## config.mk

```make
export PLATFORM = sky130hd
export DESIGN_NAME = aeif_top
export DESIGN_NICKNAME = d
export VERILOG_FILES = /design/src/core/aeif_pkg.sv /design/src/core/aeif_top.sv
export SDC_FILE = /design/constraint.sdc
export NUM_CORES = 1
export LEC_CHECK = 0
export BUFFER_PORTS_ARGS = -buffer_cell sky130_fd_sc_hd__buf_2
export CAP_MARGIN = 20
export CORE_MARGIN = 2
export CORE_UTILIZATION = 42
export CTS_CLUSTER_DIAMETER = 120
export CTS_CLUSTER_SIZE = 28
export DETAILED_ROUTE_END_ITERATION = 7
export GPL_TIMING_DRIVEN = 0
export PLACE_DENSITY = 0.81
export SYNTH_ARGS = -nofsm -noshare
export SYNTH_HDL_FRONTEND = slang
export SYNTH_SLANG_ARGS = --single-unit
```

## constraint.sdc

```tcl
create_clock -name aclk -period 1.5 [get_ports aclk]
set_input_delay 0.225 -clock aclk [delete_from_list [all_inputs] [get_ports aclk]]
set_output_delay 0.225 -clock aclk [all_outputs]
set_load 0.05 [all_outputs]
```

## src/core/aeif_pkg.sv

```systemverilog
// Overview of operation
// Enable bit 7 gates illegal access interrupt
// Enable bit 6 gates command value interrupt
// Enable bit 5 gates missing list-end interrupt
// Enable bit 3 gates trigger error interrupt
// Enable bit 2 gates restart request interrupt
// Enable bit 1 gates load-ready error interrupt
// Event enable bit 7 gates abort-done interrupt
// Event enable bit 6 gates flag overrun interrupt
// Severe flags halt converter; read-only
// Soft reset clears severe flags
// Restart and load-ready errors do not halt
// Writing one clears recoverable flags anytime
// Soft reset clears recoverable flags too
// Converter disabled holds all flags cleared
// Writing zero keeps; writing one never sets
// Illegal access event sets flag bit 7
// Bad command or format sets bit 6
// Missing list end sets bit 5
// Restart mode trigger after abort sets bit 3; code sets it on any restart-mode trigger
// Restart before list end sets bit 2
// Restart without load-ready sets bit 1
// Interrupt asserted while flag and enable set
package aeif_pkg;

  // ****************************************
  // Register map (printed offsets are indices)
  // ****************************************
  localparam logic [3:0] AEIF_IDX_ERR_EN = 4'h6;
  localparam logic [3:0] AEIF_IDX_EVT_EN = 4'h7;
  localparam logic [3:0] AEIF_IDX_FLAGS = 4'h8;
  localparam logic [3:0] AEIF_IDX_CTRL = 4'h9;
  localparam logic [3:0] AEIF_IDX_EVT_STAT = 4'hA;

  localparam int AEIF_BIT_IA = 7;
  localparam int AEIF_BIT_CMD = 6;
  localparam int AEIF_BIT_EOL = 5;
  localparam int AEIF_BIT_TRIG = 3;
  localparam int AEIF_BIT_RSTAR = 2;
  localparam int AEIF_BIT_LOAD_READY_BIT = 1;
  localparam int AEIF_BIT_SEQAD = 7;
  localparam int AEIF_BIT_OVR = 6;
  localparam int AEIF_BIT_CONV_EN = 0;

  localparam logic [7:0] AEIF_ERR_MASK = 8'hEE;
  localparam logic [7:0] AEIF_SEVERE_MASK = 8'hE8;
  localparam logic [7:0] AEIF_W1C_MASK = 8'h06;
  localparam logic [7:0] AEIF_EVT_MASK = 8'hC0;
  localparam logic [7:0] AEIF_RESET_BYTE = 8'h00;

  localparam logic [1:0] AEIF_RESP_OKAY = 2'h0;
  localparam logic [1:0] AEIF_RESP_SLVERR = 2'h2;

  // ****************************************
  // Carriers
  // ****************************************
  typedef struct packed {
    logic illegal_access;
    logic bad_command;
    logic bad_format;
    logic missing_list_end;
    logic trigger;
    logic restart_request;
    logic sequence_abort;
    logic abort_active;
    logic restart_mode;
    logic load_ready_bit;
    logic list_end_done;
    logic lde_exempt;
    logic abort_done;
    logic conv_overrun;
  } aeif_events_type;

  typedef struct packed {
    logic illegal_access_err_irq;
    logic bad_command_err_irq;
    logic missing_list_end_err_irq;
    logic trigger_err_irq;
    logic restart_request_err_irq;
    logic load_ready_err_irq;
    logic abort_done_irq;
    logic conv_flag_overrun_irq;
  } aeif_irqs_type;

endpackage

```

## src/core/aeif_top.sv

```systemverilog
// Design decision made here: register access over AXI4-Lite.
`timescale 1ns/10ps
module aeif_top (
  input wire logic aclk, // 125 MHz clock
  input wire logic aresetn, // Sync reset, low active
  input wire logic [31:0] s_axi_awaddr, // Write address
  input wire logic s_axi_awvalid, // Write address valid
  output logic s_axi_awready, // Write address ready
  input wire logic [31:0] s_axi_wdata, // Write data
  input wire logic [3:0] s_axi_wstrb, // Write strobes
  input wire logic s_axi_wvalid, // Write data valid
  output logic s_axi_wready, // Write data ready
  output logic [1:0] s_axi_bresp, // Write response
  output logic s_axi_bvalid, // Write response valid
  input wire logic s_axi_bready, // Write response ready
  input wire logic [31:0] s_axi_araddr, // Read address
  input wire logic s_axi_arvalid, // Read address valid
  output logic s_axi_arready, // Read address ready
  output logic [31:0] s_axi_rdata, // Read data
  output logic [1:0] s_axi_rresp, // Read response
  output logic s_axi_rvalid, // Read valid
  input wire logic s_axi_rready, // Read ready
  input wire logic soft_reset, // Converter soft reset pulse
  input wire aeif_pkg::aeif_events_type events, // Error/event sources
  output aeif_pkg::aeif_irqs_type irqs, // Interrupt requests
  output logic conv_halt, // Severe error stops conversion
  output logic conv_enable // Converter enable bit
);
  import aeif_pkg::*;

  // ****************************************
  // Storage
  // ****************************************
  logic [7:0] err_en_q;
  logic [7:0] evt_en_q;
  logic [7:0] flags_q, flags_d;
  logic [7:0] evt_stat_q, evt_stat_d;
  logic conv_en_q;
  logic [3:0] aw_idx_q, ar_idx_q;
  logic aw_ok_q, ar_ok_q;
  logic aw_have_q, w_have_q;
  logic [31:0] wdata_q;
  logic [3:0] wstrb_q;

  function automatic logic idx_ok(input logic [31:0] a);
    idx_ok = (a[1:0] == 2'h0) && (a[31:6] == 26'h0) &&
      ((a[5:2] == AEIF_IDX_ERR_EN) || (a[5:2] == AEIF_IDX_EVT_EN) ||
      (a[5:2] == AEIF_IDX_FLAGS) || (a[5:2] == AEIF_IDX_CTRL) ||
      (a[5:2] == AEIF_IDX_EVT_STAT));
  endfunction

  // ****************************************
  // AXI4-Lite write channel
  // ****************************************
  logic wr_fire;
  logic [7:0] wbyte;
  assign wr_fire = aw_have_q && w_have_q && !s_axi_bvalid;
  assign wbyte = wstrb_q[0] ? wdata_q[7:0] : 8'h00;

  always_ff @(posedge aclk) begin
    if (!aresetn) begin
      aw_have_q <= 1'b0;
      w_have_q <= 1'b0;
      s_axi_awready <= 1'b0;
      s_axi_wready <= 1'b0;
      s_axi_bvalid <= 1'b0;
      s_axi_bresp <= AEIF_RESP_OKAY;
      aw_idx_q <= 4'h0;
      aw_ok_q <= 1'b0;
      wdata_q <= 32'h0;
      wstrb_q <= 4'h0;
    end else begin
      s_axi_awready <= !aw_have_q && !s_axi_awready && s_axi_awvalid;
      s_axi_wready <= !w_have_q && !s_axi_wready && s_axi_wvalid;
      if (s_axi_awvalid && s_axi_awready) begin
        aw_have_q <= 1'b1;
        aw_idx_q <= s_axi_awaddr[5:2];
        aw_ok_q <= idx_ok(s_axi_awaddr);
      end
      if (s_axi_wvalid && s_axi_wready) begin
        w_have_q <= 1'b1;
        wdata_q <= s_axi_wdata;
        wstrb_q <= s_axi_wstrb;
      end
      if (wr_fire) begin
        s_axi_bvalid <= 1'b1;
        s_axi_bresp <= aw_ok_q ? AEIF_RESP_OKAY : AEIF_RESP_SLVERR;
        aw_have_q <= 1'b0;
        w_have_q <= 1'b0;
      end else if (s_axi_bvalid && s_axi_bready) begin
        s_axi_bvalid <= 1'b0;
      end
    end
  end

  logic wr_err_en, wr_evt_en, wr_flags, wr_ctrl;
  assign wr_err_en = wr_fire && aw_ok_q && wstrb_q[0] && (aw_idx_q == AEIF_IDX_ERR_EN);
  assign wr_evt_en = wr_fire && aw_ok_q && wstrb_q[0] && (aw_idx_q == AEIF_IDX_EVT_EN);
  assign wr_flags = wr_fire && aw_ok_q && wstrb_q[0] && (aw_idx_q == AEIF_IDX_FLAGS);
  assign wr_ctrl = wr_fire && aw_ok_q && wstrb_q[0] && (aw_idx_q == AEIF_IDX_CTRL);

  // ****************************************
  // Enables and control
  // ****************************************
  always_ff @(posedge aclk) begin
    if (!aresetn) begin
      err_en_q <= AEIF_RESET_BYTE;
      evt_en_q <= AEIF_RESET_BYTE;
      conv_en_q <= 1'b0;
    end else begin
      if (wr_err_en) begin
        err_en_q <= wbyte & AEIF_ERR_MASK;
      end
      if (wr_evt_en) begin
        evt_en_q <= wbyte & AEIF_EVT_MASK;
      end
      if (wr_ctrl) begin
        conv_en_q <= wbyte[AEIF_BIT_CONV_EN];
      end
    end
  end

  // ****************************************
  // Error flags
  // ****************************************
  // Set wins over a same-cycle write-one clear; soft reset and disable win over all.
  logic [7:0] set_v;
  always_comb begin
    set_v = 8'h00;
    set_v[AEIF_BIT_IA] = events.illegal_access;
    set_v[AEIF_BIT_CMD] = events.bad_command || events.bad_format;
    set_v[AEIF_BIT_EOL] = events.missing_list_end;
    set_v[AEIF_BIT_TRIG] = events.restart_mode && events.trigger;
    set_v[AEIF_BIT_RSTAR] = events.restart_request && !events.list_end_done
      && !events.abort_active && !events.sequence_abort;
    set_v[AEIF_BIT_LOAD_READY_BIT] = events.restart_mode && events.restart_request
      && !events.load_ready_bit && !events.abort_active
      && !events.sequence_abort && !events.lde_exempt;
    flags_d = flags_q;
    if (wr_flags) begin
      flags_d = flags_q & ~(wbyte & AEIF_W1C_MASK);
    end
    flags_d = flags_d | set_v;
    if (soft_reset) begin
      flags_d = AEIF_RESET_BYTE;
    end
    if (!conv_en_q) begin
      flags_d = AEIF_RESET_BYTE;
    end
  end

  always_ff @(posedge aclk) begin
    if (!aresetn) begin
      flags_q <= AEIF_RESET_BYTE;
    end else begin
      flags_q <= flags_d;
    end
  end

  // ****************************************
  // Event status (abort done, overrun)
  // ****************************************
  always_comb begin
    evt_stat_d = evt_stat_q;
    if (wr_fire && aw_ok_q && wstrb_q[0] && (aw_idx_q == AEIF_IDX_EVT_STAT)) begin
      evt_stat_d = evt_stat_q & ~(wbyte & AEIF_EVT_MASK);
    end
    evt_stat_d[AEIF_BIT_SEQAD] = evt_stat_d[AEIF_BIT_SEQAD] | events.abort_done;
    evt_stat_d[AEIF_BIT_OVR] = evt_stat_d[AEIF_BIT_OVR] | events.conv_overrun;
    if (soft_reset || !conv_en_q) begin
      evt_stat_d = AEIF_RESET_BYTE;
    end
  end

  always_ff @(posedge aclk) begin
    if (!aresetn) begin
      evt_stat_q <= AEIF_RESET_BYTE;
    end else begin
      evt_stat_q <= evt_stat_d;
    end
  end

  // ****************************************
  // Outputs
  // ****************************************
  // Registered from next-state so requests track the flags in the same cycle.
  always_ff @(posedge aclk) begin
    if (!aresetn) begin
      irqs <= '0;
      conv_halt <= 1'b0;
      conv_enable <= 1'b0;
    end else begin
      irqs.illegal_access_err_irq <= flags_d[AEIF_BIT_IA] && err_en_q[AEIF_BIT_IA];
      irqs.bad_command_err_irq <= flags_d[AEIF_BIT_CMD] && err_en_q[AEIF_BIT_CMD];
      irqs.missing_list_end_err_irq <= flags_d[AEIF_BIT_EOL]
        && err_en_q[AEIF_BIT_EOL];
      irqs.trigger_err_irq <= flags_d[AEIF_BIT_TRIG] && err_en_q[AEIF_BIT_TRIG];
      irqs.restart_request_err_irq <= flags_d[AEIF_BIT_RSTAR]
        && err_en_q[AEIF_BIT_RSTAR];
      irqs.load_ready_err_irq <= flags_d[AEIF_BIT_LOAD_READY_BIT] && err_en_q[AEIF_BIT_LOAD_READY_BIT];
      irqs.abort_done_irq <= evt_stat_d[AEIF_BIT_SEQAD] && evt_en_q[AEIF_BIT_SEQAD];
      irqs.conv_flag_overrun_irq <= evt_stat_d[AEIF_BIT_OVR] && evt_en_q[AEIF_BIT_OVR];
      conv_halt <= |(flags_d & AEIF_SEVERE_MASK);
      conv_enable <= conv_en_q;
    end
  end

  // ****************************************
  // AXI4-Lite read channel
  // ****************************************
  always_ff @(posedge aclk) begin
    if (!aresetn) begin
      s_axi_arready <= 1'b0;
      s_axi_rvalid <= 1'b0;
      s_axi_rdata <= 32'h0;
      s_axi_rresp <= AEIF_RESP_OKAY;
      ar_idx_q <= 4'h0;
      ar_ok_q <= 1'b0;
    end else begin
      s_axi_arready <= !s_axi_rvalid && !s_axi_arready && s_axi_arvalid;
      if (s_axi_arvalid && s_axi_arready) begin
        s_axi_rvalid <= 1'b1;
        s_axi_rresp <= idx_ok(s_axi_araddr) ? AEIF_RESP_OKAY : AEIF_RESP_SLVERR;
        if (s_axi_araddr[5:2] == AEIF_IDX_ERR_EN) begin
          s_axi_rdata <= {24'h0, err_en_q};
        end else if (s_axi_araddr[5:2] == AEIF_IDX_EVT_EN) begin
          s_axi_rdata <= {24'h0, evt_en_q};
        end else if (s_axi_araddr[5:2] == AEIF_IDX_FLAGS) begin
          s_axi_rdata <= {24'h0, flags_q};
        end else if (s_axi_araddr[5:2] == AEIF_IDX_CTRL) begin
          s_axi_rdata <= {31'h0, conv_en_q};
        end else if (s_axi_araddr[5:2] == AEIF_IDX_EVT_STAT) begin
          s_axi_rdata <= {24'h0, evt_stat_q};
        end else begin
          s_axi_rdata <= 32'h0;
        end
        if (!idx_ok(s_axi_araddr)) begin
          s_axi_rdata <= 32'h0;
        end
      end else if (s_axi_rvalid && s_axi_rready) begin
        s_axi_rvalid <= 1'b0;
      end
    end
  end

  logic unused_ok;
  assign unused_ok = ar_ok_q | (|ar_idx_q) | (|wdata_q[31:8]) | (|wstrb_q[3:1]);

endmodule

```

==> summary.md <==
| Metric | Value |
|---|---|
| LEAKAGE | 0.00159 uW |
| Die Width | 82.2 microns |
| PwrDens | 826 nW/um^2 |
| Area leader, netlist | dfxtp_1 |
| Critical-path cell list | nand4b_1 -> nor4_4 -> buf_6 -> nand4_1 -> o21ai_1 |
| CTS clk-pin slew, worst paths | 0.10 ns |
| CTS Sinks | 56 |
| GRT Total Usage | 17.9% |
| HP Class | input pin to flop |
| Num CTS Buffers | 5 |
| Dominant synthesized flop cell | dfxtp_1 |
| GRT overflow | 0 |
| Period utilization | 98.5% |
| TritonRoute pass-1 iters | 4 |
| Synth top area cells | dfxtp_1, buf_4, nand2_1, nor4_2, a21boi_0 |
| Residual DRC count | 0 |
| Async S/R FF share, synth | 0% |
| Yosys cell types | 48 |
| Required time of the critical path | 1.75 ns |
| Initial Utilization | 43.4% |
| Cells after DPL | 502 |
| YS warnings | 0 |
| Skew final | 0.0127 ns |
| Max-Cap Viols | 0 |
| Highest-delay cell along the critical path | nor4_4 |
| Crit path launch type | flop |
| Vias in the first global route | 2267 |
| Synth top area share | 43.6% |
| Rel. slew slack | 63.0% |
| Maximum vdd drop | 0.502 mV |
| Fin. Hold Viols | 0 |
| Largest net degree at the start of global routing | 19 |
| Leading cell type in the layout, fill and taps excluded | buf_2 |
| I/O Pins | 173 |
| Die ar. | 6760 sq um |
| Sequential area share after synthesis | 43.6% |
| Peak Freq | 677 MHz |
| Cell Area, Synth | 2570 sq um |
| Power Total | 2860 uW |
| Post-route ant nets | 0 |
| Via count | 2436 |
| Worst-Margin Slew | 0.555 ns |
| PortBufs | 114 |
| Post-route setup slack | 0.0231 ns |
| Seq cells post-synth | 56 |
| H-tree depth | 2 |
| # setup viols final | 0 |
| RePlAce Congestion | 0.766 |
| Layout cell share with drive strength beyond 1 | 40.7% |
| Fin nets | 558 |
| Run status | completed |
| Vias/cell | 4.76 |
| Worst Path Max Fanout | 10 |
| Worst path bufs/invs | 1 |
| Post-Route Setup TNS | 0 ns |
| # hold bufs at CTS | 0 |
| Area added between synthesis and finish | 34.9% |
| Die height | 82.2 microns |
| CTS tree | built |
| Cell count after synthesis | 287 |
| DR WL/cell | 12.3 microns |
| Clk Latency, worst-skew pair | 0.31 ns |
| # rows | 28 |
| CTS Root Cell | clkbuf_8 |
| Post-Place Worst Slack | -0.0259 ns |
| Post-Syn Area per Cell | 8.95 sq um |
| Max incr delay on CP | 0.36 ns |
| Final WL | 6280 microns |
| Most frequent cells in the layout | buf_2, dfxtp_1, nand2_1 |
| Core area | 5920 sq um |
| Antenna violations before repair | 0 |
| Initial DRC Count | 79 |
| Hold_ws | 0.125 ns |
| Buffer depth of the longest clock path | 2 |
| Top delay family on crit path | simple AND/OR/NAND/NOR gates |
| Kind of critical path | flop to flop |
| # diodes | 0 |
| First-pass GRT wire length | 9460 microns |
| Worst path arrival time | 1.72 ns |
| Crit path time final | 1.48 ns |
| Worst setup EP type | flop |
| Post-synth EDFFs | 0 |
| DP HPWL | 5060 microns |
| Max Slew Vio Count | 0 |
| Non-filler cells in the finished layout | 512 |
-- cells by family after synthesis --
group,after synthesis,synth area share [%]
DFF,56,43.6
other,1,0.146
AOI/OAI and AO/OA,53,14.6
muxes,4,1.56
and+or+nand+nor,131,29.1
buffers and inverters,42,11.0
-- path summary, 6_finish.rpt --
kind | start | to | slack (ns) | cells past startpoint
max | s_axi_bvalid | err_en_q[6] | 0.02 | 5
min | s_axi_arvalid | s_axi_arready | 0.12 | 3
max reg2reg | s_axi_bvalid | err_en_q[6] | 0.02 | 5
min reg2reg | s_axi_arready | s_axi_arready | 0.41 | 1
-- power by group --
part           switching [uW]  leakage, uW  internal, uW
Sequential               19.3     0.000455          1510
Combinational             307      0.00110           191
Clock                     506    0.0000404           332
Total                     832      0.00159          2030
-- routing by layer --
layer	vias to the layer above	share of wire (%)	GRT usage (%)	routed length (microns)
met1	1082	41	19.5	2590
met3	5	8.2	5.22	512
met5	-	0	0	0
met2	87	50	33.1	3130
li1	1262	-	-	-
met4	0	0.80	5.50	50
-- worst reg2reg max path: stages (launching register included) --
cell and delay, ns:
dfxtp_2 0.35, nand4b_1 0.31, nor4_4 0.36, buf_6 0.18, nand4_1 0.11, o21ai_1 0.10
-- area by class of cell --
type,instances,area [sq um]
tap,75,93.8
multi-input combinational,215,1280
buffer,38,270
inverter,4,15.0
timing repair buffer,116,586
clock inverter,3,23.8
fill,563,2460
sequential,56,1130
clock buffer,5,68.8
-- flip-flops by register name (all words and copies together), names as in the netlist --
register,cells
conv_halt,1
aw_idx_q,4
s_axi_rvalid,1
evt_en_q,2
s_axi_bvalid,1
irqs,8
s_axi_rdata,7
s_axi_arready,1
conv_en_q,1
aw_have_q,1
s_axi_rresp,1
err_en_q,6
s_axi_wready,1
wstrb_q,1
s_axi_bresp,1
s_axi_awready,1
conv_enable,1
aw_ok_q,1
evt_stat_q,2
flags_q,6
w_have_q,1
wdata_q,7
-- cells in the mapped netlist (all sizes together), types with 2 or more instances --
library cell and instances:
o32ai 2, and2 7, inv 4, nand3b 3, nand4 12, nand3 11
nor2b 3, dfxtp 56, nor4b 2, and3b 2, a22oi 4, nand2b 3
buf 33, nor3b 2, nor4 14, a21oi 5, a21boi 15, clkbuf 5
mux2i 4, nand2 46, nor3 6, nor2 13, or4 2, o21ai 16
a32o 2
-- through the flow --
stage / cell area [sq um] / utilization [%]
final: 3460 / 58.5
after global routing: 3460 / 58.5
after CTS: 3430 / 57.9
after detailed placement: 3330 / 56.3
after global placement: 3330 / 56.3
after floorplan: 2670 / -
-- timing repair --
action	CTS	global route
resized for setup	0	6
setup buffers	0	2
setup endpoints to repair	0	8
(Power assumes the default switching activity.)
